`config.mk`:
```
export PLATFORM = sky130hd
export DESIGN_NAME = reset_source_flags
export DESIGN_NICKNAME = d
export VERILOG_FILES = /design/src/core/reset_pkg.sv /design/src/core/delay_if.sv /design/src/core/reset_delay_timer.sv /design/src/core/reset_source_flags.sv
export SDC_FILE = /design/constraint.sdc
export NUM_CORES = 1
export LEC_CHECK = 0
export BUFFER_PORTS_ARGS = -buffer_cell sky130_fd_sc_hd__buf_2
export CORE_UTILIZATION = 51
export CTS_BUF_LIST = sky130_fd_sc_hd__clkbuf_16
export CTS_CLUSTER_SIZE = 8
export DETAILED_ROUTE_END_ITERATION = 7
export GPL_TIMING_DRIVEN = 0
export PLACE_DENSITY = 0.77
export SYNTH_ARGS = -nofsm -noshare
export SYNTH_HDL_FRONTEND = slang
export SYNTH_HIERARCHICAL = 1
export SYNTH_SLANG_ARGS = --single-unit
```
`constraint.sdc`:
```
create_clock -name MCLK -period 2.2 [get_ports MCLK]
set_clock_uncertainty 0.05 [all_clocks]
set_input_delay 0.44 -clock MCLK [delete_from_list [all_inputs] [get_ports MCLK]]
set_output_delay 0.44 -clock MCLK [all_outputs]
set_load 0.02 [all_outputs]
```
`src/core/reset_pkg.sv`:
```
// reset_pkg: shared constants for the reset-cause block
// assumes a 20 MHz system clock and a 32-bit classic wishbone slave port
package reset_pkg;
  // clock and timing
  localparam int CLK_PERIOD_NS = 50;
  localparam int GUARD_DELAY_NS = 1000; // guard_reset_delay, plain default
  localparam int GUARD_DELAY_CYC = (GUARD_DELAY_NS + CLK_PERIOD_NS - 1) / CLK_PERIOD_NS;
  localparam int DLY_W = 8;
  // bus geometry
  localparam int ADR_W = 8;
  localparam int DAT_W = 32;
  localparam int CODE_W = 8;
  localparam int FLAG_W = 4;
  // register byte offsets
  localparam logic [ADR_W-1:0] OFF_FLAGS = 8'h00; // reset_cause_flags
  localparam logic [ADR_W-1:0] OFF_GUARD = 8'h04; // reset_guard_word
  localparam logic [ADR_W-1:0] OFF_VSEL = 8'h08; // brownout_voltage_select
  localparam logic [ADR_W-1:0] OFF_STATUS = 8'h0C; // timeout flag and mode
  // flag bit positions in reset_cause_flags
  localparam int FLG_WCFG = 0;
  localparam int FLG_VSEL = 1;
  localparam int FLG_BROWN = 2;
  localparam int FLG_GUARD = 3;
  // status register bit positions
  localparam int STS_TIMEOUT = 0;
  localparam int STS_LOWPWR = 1;
  // reset values and legal codes
  localparam logic [FLAG_W-1:0] FLAGS_POR = 4'h0;
  localparam logic [CODE_W-1:0] CODE_POR = 8'h55;
  localparam logic [CODE_W-1:0] GUARD_ALT = 8'hAA;
  localparam logic [CODE_W-1:0] VSEL_2V10 = 8'h55;
  localparam logic [CODE_W-1:0] VSEL_2V55 = 8'h33;
  localparam logic [CODE_W-1:0] VSEL_3V15 = 8'h99;
  localparam logic [CODE_W-1:0] VSEL_3V80 = 8'hAA;

  // guard word holds one of its two no-operation codes
  function automatic logic guard_ok(input logic [CODE_W-1:0] c);
    guard_ok = (c == CODE_POR) || (c == GUARD_ALT);
  endfunction : guard_ok

  // voltage select holds one of its four defined codes
  function automatic logic vsel_ok(input logic [CODE_W-1:0] c);
    vsel_ok = (c == VSEL_2V10) || (c == VSEL_2V55) || (c == VSEL_3V15) || (c == VSEL_3V80);
  endfunction : vsel_ok
endpackage : reset_pkg

```
`src/core/delay_if.sv`:
```
// delay_if: request and fire strobe between the block and a delay timer
// assumes both ends sit on the same system clock
`timescale 1ns/10ps
interface delay_if;
  logic req;
  logic fire;
  modport timer (input req, output fire);
  modport user (output req, input fire);
endinterface : delay_if

```
`src/core/reset_delay_timer.sv`:
```
// reset_delay_timer: fires after a request has stood for the guard delay, and again each guard delay while it stands
// assumes req comes from logic on the same clock; en low freezes the count
`timescale 1ns/10ps
module reset_delay_timer import reset_pkg::*; (
  // clock, reset, enable
  input wire logic clk,
  input wire logic rst_n,
  input wire logic en,
  // request and fire
  delay_if.timer dl
);
  logic [DLY_W-1:0] cnt_q;
  logic [DLY_W-1:0] cnt_d;
  logic fire_q;
  logic fire_d;
  wire logic at_end = (cnt_q == DLY_W'(GUARD_DELAY_CYC - 1));

  // count while requested, restart when the request goes away
  assign cnt_d = (!dl.req || at_end) ? '0 : cnt_q + DLY_W'(1);
  assign fire_d = dl.req && at_end;
  assign dl.fire = fire_q;

  // count and fire registers
  always_ff @(posedge clk or negedge rst_n) begin
    if (!rst_n) begin
      cnt_q <= '0;
      fire_q <= 1'b0;
    end else if (en) begin
      cnt_q <= cnt_d;
      fire_q <= fire_d;
    end
  end
endmodule : reset_delay_timer

```
`src/core/reset_source_flags.sv`:
```
// reset_source_flags: reset-cause flags, guard word and voltage select checks
// assumes a classic wishbone master and reset sources on MCLK except BROWNOUT_DET
`timescale 1ns/10ps
module reset_source_flags import reset_pkg::*; (
  // clock, reset, enable
  input wire logic MCLK,
  input wire logic ARST_N,
  input wire logic CLK_EN,
  // wishbone slave
  input wire logic WB_CYC_I,
  input wire logic WB_STB_I,
  input wire logic WB_WE_I,
  input wire logic [ADR_W-1:0] WB_ADR_I,
  input wire logic [3:0] WB_SEL_I,
  input wire logic [DAT_W-1:0] WB_DAT_I,
  output logic [DAT_W-1:0] WB_DAT_O,
  output logic WB_ACK_O,
  // reset sources
  input wire logic BROWNOUT_DET,
  input wire logic WDT_TIMEOUT,
  input wire logic WDT_CFG_BAD,
  input wire logic USB_RST_REQ,
  input wire logic LOW_POWER_MODE,
  // reset effects
  output logic CHIP_RST,
  output logic PC_SP_CLR,
  output logic TIMEOUT_FLAG
);
  // state
  logic [FLAG_W-1:0] flags_q;
  logic [FLAG_W-1:0] flags_d;
  logic [CODE_W-1:0] guard_q;
  logic [CODE_W-1:0] guard_d;
  logic [CODE_W-1:0] vsel_q;
  logic [CODE_W-1:0] vsel_d;
  logic timeout_q;
  logic timeout_d;
  logic ack_q;
  logic [DAT_W-1:0] rdat_q;
  logic [DAT_W-1:0] rdat_d;
  logic chip_rst_q;
  logic chip_rst_d;
  logic pcsp_q;
  logic pcsp_d;
  logic brown_s1_q;
  logic brown_s2_q;
  logic brown_s3_q;
  logic usb_q;

  // delay timers for guard word and voltage select
  delay_if guard_dl ();
  delay_if vsel_dl ();

  reset_delay_timer u_guard_tmr (
    .clk(MCLK),
    .rst_n(ARST_N),
    .en(CLK_EN),
    .dl(guard_dl.timer)
  );

  reset_delay_timer u_vsel_tmr (
    .clk(MCLK),
    .rst_n(ARST_N),
    .en(CLK_EN),
    .dl(vsel_dl.timer)
  );

  // bus access decode
  wire logic bus_acc = WB_CYC_I && WB_STB_I && !ack_q;
  wire logic wr_lane = bus_acc && WB_WE_I && WB_SEL_I[0];
  wire logic sel_flags = (WB_ADR_I == OFF_FLAGS);
  wire logic sel_guard = (WB_ADR_I == OFF_GUARD);
  wire logic sel_vsel = (WB_ADR_I == OFF_VSEL);
  wire logic sel_status = (WB_ADR_I == OFF_STATUS);
  wire logic wr_flags = wr_lane && sel_flags;
  wire logic wr_guard = wr_lane && sel_guard;
  wire logic wr_vsel = wr_lane && sel_vsel;
  wire logic wr_status = wr_lane && sel_status;

  // event detection, brownout pin read only past the second stage
  wire logic brown_rise = brown_s2_q && !brown_s3_q;
  wire logic usb_rise = USB_RST_REQ && !usb_q;
  wire logic wdt_run = WDT_TIMEOUT && !LOW_POWER_MODE;
  wire logic wdt_sleep = WDT_TIMEOUT && LOW_POWER_MODE;
  wire logic guard_bad = !guard_ok(guard_q);
  wire logic vsel_bad = !vsel_ok(vsel_q);

  // delay requests
  assign guard_dl.req = guard_bad;
  assign vsel_dl.req = vsel_bad;

  // flag set vector in register bit order
  wire logic [FLAG_W-1:0] flag_set = {guard_dl.fire, brown_rise, vsel_bad, WDT_CFG_BAD};
  // a written zero clears, a written one has no effect
  wire logic [FLAG_W-1:0] flag_clr = wr_flags ? ~WB_DAT_I[FLAG_W-1:0] : '0;

  // next flags, a set in the same cycle beats the clear
  assign flags_d = flag_set | (flags_q & ~flag_clr);

  // full chip reset sources
  assign chip_rst_d = guard_dl.fire || vsel_dl.fire || WDT_CFG_BAD || usb_rise
                      || brown_rise || wdt_run;
  // warm reset in sleep or idle, only when no full reset is due
  assign pcsp_d = wdt_sleep && !chip_rst_d;

  // control words reload their power-on code on any full reset
  assign guard_d = chip_rst_d ? CODE_POR : (wr_guard ? WB_DAT_I[CODE_W-1:0] : guard_q);
  assign vsel_d = chip_rst_d ? CODE_POR : (wr_vsel ? WB_DAT_I[CODE_W-1:0] : vsel_q);

  // timeout flag set by any watchdog timeout, written zero clears
  assign timeout_d = WDT_TIMEOUT
                     || (timeout_q && !(wr_status && !WB_DAT_I[STS_TIMEOUT]));

  // read data mux, unmapped offsets read zero
  wire logic [DAT_W-1:0] rd_flags = {{(DAT_W-FLAG_W){1'b0}}, flags_q};
  wire logic [DAT_W-1:0] rd_guard = {{(DAT_W-CODE_W){1'b0}}, guard_q};
  wire logic [DAT_W-1:0] rd_vsel = {{(DAT_W-CODE_W){1'b0}}, vsel_q};
  wire logic [DAT_W-1:0] rd_status = {{(DAT_W-2){1'b0}}, LOW_POWER_MODE, timeout_q};
  assign rdat_d = sel_flags ? rd_flags :
                  sel_guard ? rd_guard :
                  sel_vsel ? rd_vsel :
                  sel_status ? rd_status : '0;

  // synchroniser for the brownout detector pin
  always_ff @(posedge MCLK or negedge ARST_N) begin
    if (!ARST_N) begin
      brown_s1_q <= 1'b0;
      brown_s2_q <= 1'b0;
      brown_s3_q <= 1'b0;
    end else if (CLK_EN) begin
      brown_s1_q <= BROWNOUT_DET;
      brown_s2_q <= brown_s1_q;
      brown_s3_q <= brown_s2_q;
    end
  end

  // flags and control words
  always_ff @(posedge MCLK or negedge ARST_N) begin
    if (!ARST_N) begin
      flags_q <= FLAGS_POR;
      guard_q <= CODE_POR;
      vsel_q <= CODE_POR;
      timeout_q <= 1'b0;
      usb_q <= 1'b0;
    end else if (CLK_EN) begin
      flags_q <= flags_d;
      guard_q <= guard_d;
      vsel_q <= vsel_d;
      timeout_q <= timeout_d;
      usb_q <= USB_RST_REQ;
    end
  end

  // reset effect outputs
  always_ff @(posedge MCLK or negedge ARST_N) begin
    if (!ARST_N) begin
      chip_rst_q <= 1'b0;
      pcsp_q <= 1'b0;
    end else if (CLK_EN) begin
      chip_rst_q <= chip_rst_d;
      pcsp_q <= pcsp_d;
    end
  end

  // bus answer, one wait state, ack for exactly one cycle
  always_ff @(posedge MCLK or negedge ARST_N) begin
    if (!ARST_N) begin
      ack_q <= 1'b0;
      rdat_q <= '0;
    end else if (CLK_EN) begin
      ack_q <= bus_acc;
      rdat_q <= bus_acc ? rdat_d : rdat_q;
    end
  end

  // outputs straight from flip-flops
  assign WB_ACK_O = ack_q;
  assign WB_DAT_O = rdat_q;
  assign CHIP_RST = chip_rst_q;
  assign PC_SP_CLR = pcsp_q;
  assign TIMEOUT_FLAG = timeout_q;
endmodule : reset_source_flags

```
After elaboration in Yosys (flattened, before gate mapping)
Cells that the tools add are included.

Reductions and logical operators: 44. Eq/ne operators: 11. Mux-type cells: 11. Add/sub/neg operators: 2. Bitwise gates (word level): 4.

Operator list (number): $mux 8 (9); $eq 8x8->1 const B (3); $logic_and 1x1->1 (17); $add 8x1->8 const B (2); $eq 8x4->1 const B (2); $eq 8x5->1 const B (2); $eq 8x7->1 const B (2); $logic_or 1x1->1 (12); $logic_not 1->1 (9); $eq 8x3->1 const B (1); $eq 8x6->1 const B (1); $logic_not 8->1 (1); $not 4->4 (2); $reduce_and 2->1 (3); $and 4x4->4 (1); $mux 4 (1); $or 4x4->4 (1); $reduce_bool 2->1 (2); $mux 2 (1).

Output and inout bits: 36. Input port bits: 55. Logic and storage cells: 88. Register bits: 78.

Logic depth before layout (Yosys ltp)
Depth in word-level cells: 9. Mapped depth: 7. Depth with buffers taken out: 7.

Cells and area by module
The synthesis kept the hierarchy.

By module, submodules not included: reset_source_flags (cells an instance 178, area each 1929.4 um2, times used 1, seq. area each 910.9 um2); reset_delay_timer (cells an instance 50, area each 498.0 um2, times used 2, seq. area each 225.2 um2).

Least setup slack after synthesis
OpenSTA, ideal clock, no wires.

Kind: input -> register. Start: in WB_ADR_I[1]. End: reg timeout_q, in the netlist TIMEOUT_FLAG. Data required time: 2.029 ns. Stages on the path: 4. Library setup time: 0.121 ns. Setup slack: -0.021 ns. Buffers on the path: 0. Data arrival time: 2.050 ns. Path through: or4_4 > or4_4 > or4_1 > a22o_1.

Cells in the longest elaborated chain, start to end: 6.

RTL lines: from (decl) (line reset_source_flags.sv:13) `input wire logic [ADR_W-1:0] WB_ADR_I,`; $eq 8x4->1 (line reset_source_flags.sv:74) `wire logic sel_status = (WB_ADR_I == OFF_STATUS);`; $logic_and 1x1->1 (line reset_source_flags.sv:78) `wire logic wr_status = wr_lane && sel_status;`; $logic_and 1x1->1 (line reset_source_flags.sv:112) `|| (timeout_q && !(wr_status && !WB_DAT_I[STS_TIMEOUT]));`; $logic_not 1->1 (line reset_source_flags.sv:112); $logic_and 1x1->1 (line reset_source_flags.sv:112); $logic_or 1x1->1 (line reset_source_flags.sv:112); to (signal assigned) (line reset_source_flags.sv:149) `timeout_q <= timeout_d;`; to (decl) (line reset_source_flags.sv:36) `logic timeout_q;`.

Every way passes these cells. A chain may end at the register's enable or synchronous reset.

Worst setup path in the final report
Start: reg ack_q, in the netlist WB_ACK_O. End: reg timeout_q, in the netlist TIMEOUT_FLAG.

Cells in the longest elaborated chain, start to end: 9.

RTL lines: from (decl) (line reset_source_flags.sv:38) `logic ack_q;`; from (signal assigned) (line reset_source_flags.sv:171) `ack_q <= bus_acc;`; $logic_not 1->1 (line reset_source_flags.sv:69) `wire logic bus_acc = WB_CYC_I && WB_STB_I && !ack_q;`; $logic_and 1x1->1 (line reset_source_flags.sv:69); $logic_and 1x1->1 (2 in series) (line reset_source_flags.sv:70) `wire logic wr_lane = bus_acc && WB_WE_I && WB_SEL_I[0];`; $logic_and 1x1->1 (line reset_source_flags.sv:78); $logic_and 1x1->1 (line reset_source_flags.sv:112); $logic_not 1->1 (line reset_source_flags.sv:112); $logic_and 1x1->1 (line reset_source_flags.sv:112); $logic_or 1x1->1 (line reset_source_flags.sv:112).

Every way passes these cells.

==> results_dict.tcl <==
set metrics [dict create \
    status "complete, no violations" \
    drc 0 \
    power_leakage_nw 1.55 \
    report.final.setup_viol 0 \
    p_per_area_mw_per_mm2 589 \
    synth_xor_area_share_pct 0 \
    hold_buffers 0 \
    cts_tree "yes" \
    power.switching_mw 0.513 \
    totalPowerFinal_mw 2.03 \
    initial_utilization_pct 53.1 \
    critPathKind "register to register" \
    drt-total-wl_um 6390 \
    row_count 27 \
    max_clock_freq_ghz 0.469 \
    num-nets-final 402 \
    vias 2393 \
    slew_violations 0 \
    critPathMaxFanout 6 \
    h-tree-depth 2 \
    clk_latency_ps 290 \
    worst-r2r-setup-slack_ps 70 \
    numPortBuffers 37 \
    worst_slew_pin_slew_ps 1190 \
    p_clk_share_pct 37.9 \
    netSwitchingFraction_pct 25.2 \
    grt_max_degree 55 \
    grt_pass1_wl_um 10600 \
    numCtsBuffers 5 \
    drtIter0Drc 192 \
    boundaryPins 91 \
    maxSlewHeadroom_pct 20.4 \
    diodes 0 \
    postCtsSetupRepairBufs 0 \
    groute.usage.overall_pct 22.6 \
    synthSimpleGateAreaFrac_pct 20.6 \
    synthMuxAreaShare_pct 3.76 \
    fin_crit_sh_pct 97.0 \
    synth_compound_area_share_pct 20.1 \
    hold_class "primary input to register" \
    avgSynthCellArea_um2 10.5 \
    maxCapViolCount 0 \
    core-area_mm2 0.00551 \
    p_comb_share_pct 11.8 \
    seq_area_frac_synth_pct 46.5 \
    clockRootBuffer "clkbuf_16" \
    antenna_found_initial 0 \
    cp_data_arrival_time_ps 2260 \
    synth_commonest_cells "46 x dfrtp_1, 24 x buf_4, 23 x nand2_1" \
    finalCriticalPeriod_ps 2130 \
    place.gp.congestion 0.859 \
    ir_drop_mv 0.332 \
    final_area_mm2 0.00345 \
    yosysMostFrequentCell "dfrtp_1" \
    syn_area_mm2 0.00293 \
    drive_gt1_share_pct 28.0 \
    power.internal_mw 1.52 \
    netlist.area_leader.share_pct 39.3 \
    fp.dieH_um 77.7 \
    cts.clk_slew.worst_paths_ps 70 \
    synth.area.top_cells "dfrtp_1 39%, dfstp_2 7.2%, buf_4 6.2%, a22o_1 3.9%, o21ai_0 3.3%" \
    ys_ff_latch 54 \
    dieArea_mm2 0.00604 \
    wl_per_cell_um 15.3 \
    syn2layout_area_growth_pct 17.9 \
    final_cells 418 \
    synth_warnings 6 \
    finalHoldViolations 0 \
    syn_inst 278 \
    dpl_cell_area_mm2 0.00329 \
    ctsLongestPathBuffers 2 \
    yosys.cell_types.count 47 \
    synth_ff_type "dfrtp_1" \
    cp-end-kind "register" \
    rsz0062_at_grt "true" \
    synth_top_family_by_area "simple AND/OR/NAND/NOR gates" \
    dp_hpwl_um 4770 \
    synthArstFlopShare_pct 100 \
    synth_top_area_cell "dfrtp_1" \
    viasPerCell 5.72 \
    yosys.area_share.adder_pct 0.855 \
    fill_cells 476 \
    crit_required_ps 2330 \
    grt-ovfl-total 0 \
    numClockSinks 54 \
    die_w_um 77.7 \
    dr.pass1.iters 6 \
    crit_path_start_kind "register" \
    grt_pass1_vias 2216 \
    power_frac_seq_pct 50.3 \
    cts_resized 0 \
    final_util_pct 62.6 \
    drtAntennaViolNets 0 \
    place_inst 410 \
    synth_edf_count 0 \
]
-- worst max-delay path: stages, from the launching register on --
cell      delay (ps)
dfrtp_1          400
nand4b_1         350
or4_4            610
or4_1            410
a22o_1           200
-- logic make-up after synthesis --
group                      after synthesis
and+or+nand+nor                         96
AOI/OAI and AO/OA                       79
DFF                                     54
buffers and inverters                   38
muxes                                    8
adders and majority gates                2
other                                    1
-- power by group through the flow --
stage	clock network, mW	logic (mW)	registers (mW)
final	0.770	0.239	1.02
after global routing	0.817	0.260	1.02
after CTS	0.782	0.236	1.02
after detailed placement	0	0.236	1.04
after global placement	0	0.233	1.04
after floorplan	0	0.148	1.05
-- sequential cells by signal, summed over array words and instances, names as in the netlist, 4 cells and up --
| register | flops |
|---|---|
| u_vsel_tmr/cnt_q | 8 |
| guard_q | 8 |
| vsel_q | 8 |
| flags_q | 4 |
| WB_DAT_O | 8 |
| u_guard_tmr/cnt_q | 8 |
-- cell type report --
cell class / instances / area, um2 / share of cell area (%)
buffer: 31 / 209 / 6.06
clock buffer: 5 / 125 / 3.63
clock inverter: 3 / 16.3 / 0.472
inverter: 7 / 26.3 / 0.762
multi-input combinational: 209 / 1440 / 41.6
sequential: 54 / 1360 / 39.5
tap: 72 / 90.1 / 2.61
timing repair buffer: 37 / 185 / 5.37
-- cells in the final DEF (no fill, tap or decap), types with 3 or more instances in the layout --
cell type,Yosys,routed
nand4bb_1,3,3
clkbuf_1,5,5
mux2_2,4,4
dfstp_2,8,8
o22a_1,8,8
o21ai_0,19,19
conb_1,1,24
nor2_1,6,6
or3_1,10,10
o2bb2ai_1,3,3
a22o_1,13,13
nand2_1,23,23
inv_1,7,7
nand3_1,7,7
dfrtp_1,46,46
nor2b_1,4,4
o31ai_1,9,7
buf_2,2,39
buf_4,24,24
a22oi_1,10,10
a31oi_1,5,5
nand4_1,6,6
nand2b_1,11,11
clkbuf_16,0,5
nor4bb_1,4,4
-- stage by stage --
stage	worst slack [ps]	setup TNS, ps	hold slack (ps)
3_5_place_dp	-277	-3640	417
5_1_grt	-2.63	-3.88	340
2_1_floorplan	-21.3	-21.3	94.4
6_report	65.9	0	320
3_3_place_gp	-274	-3290	403
4_1_cts	10.8	0	315
-- per-layer routing --
metal	global-route usage [%]	routed length [um]
met1	28.2	2670
met2	38.1	3210
met3	4.35	309
met4	9.62	195
met5	0	0
-- worst paths after layout --
| kind | start | end | cells past startpoint |
|---|---|---|---|
| worst max register to register | WB_ACK_O | TIMEOUT_FLAG | 4 |
| worst max-delay path | WB_ACK_O | TIMEOUT_FLAG | 4 |
| worst min register to register | WB_DAT_O[4] | WB_DAT_O[4] | 2 |
| worst min-delay path | WDT_CFG_BAD | flags_q[0] | 3 |
| max in group asynchronous | ARST_N | vsel_q[3] | 1 |
| min in group asynchronous | ARST_N | WB_DAT_O[1] | 1 |
No activity file was read; power rests on OpenSTA's default activity.
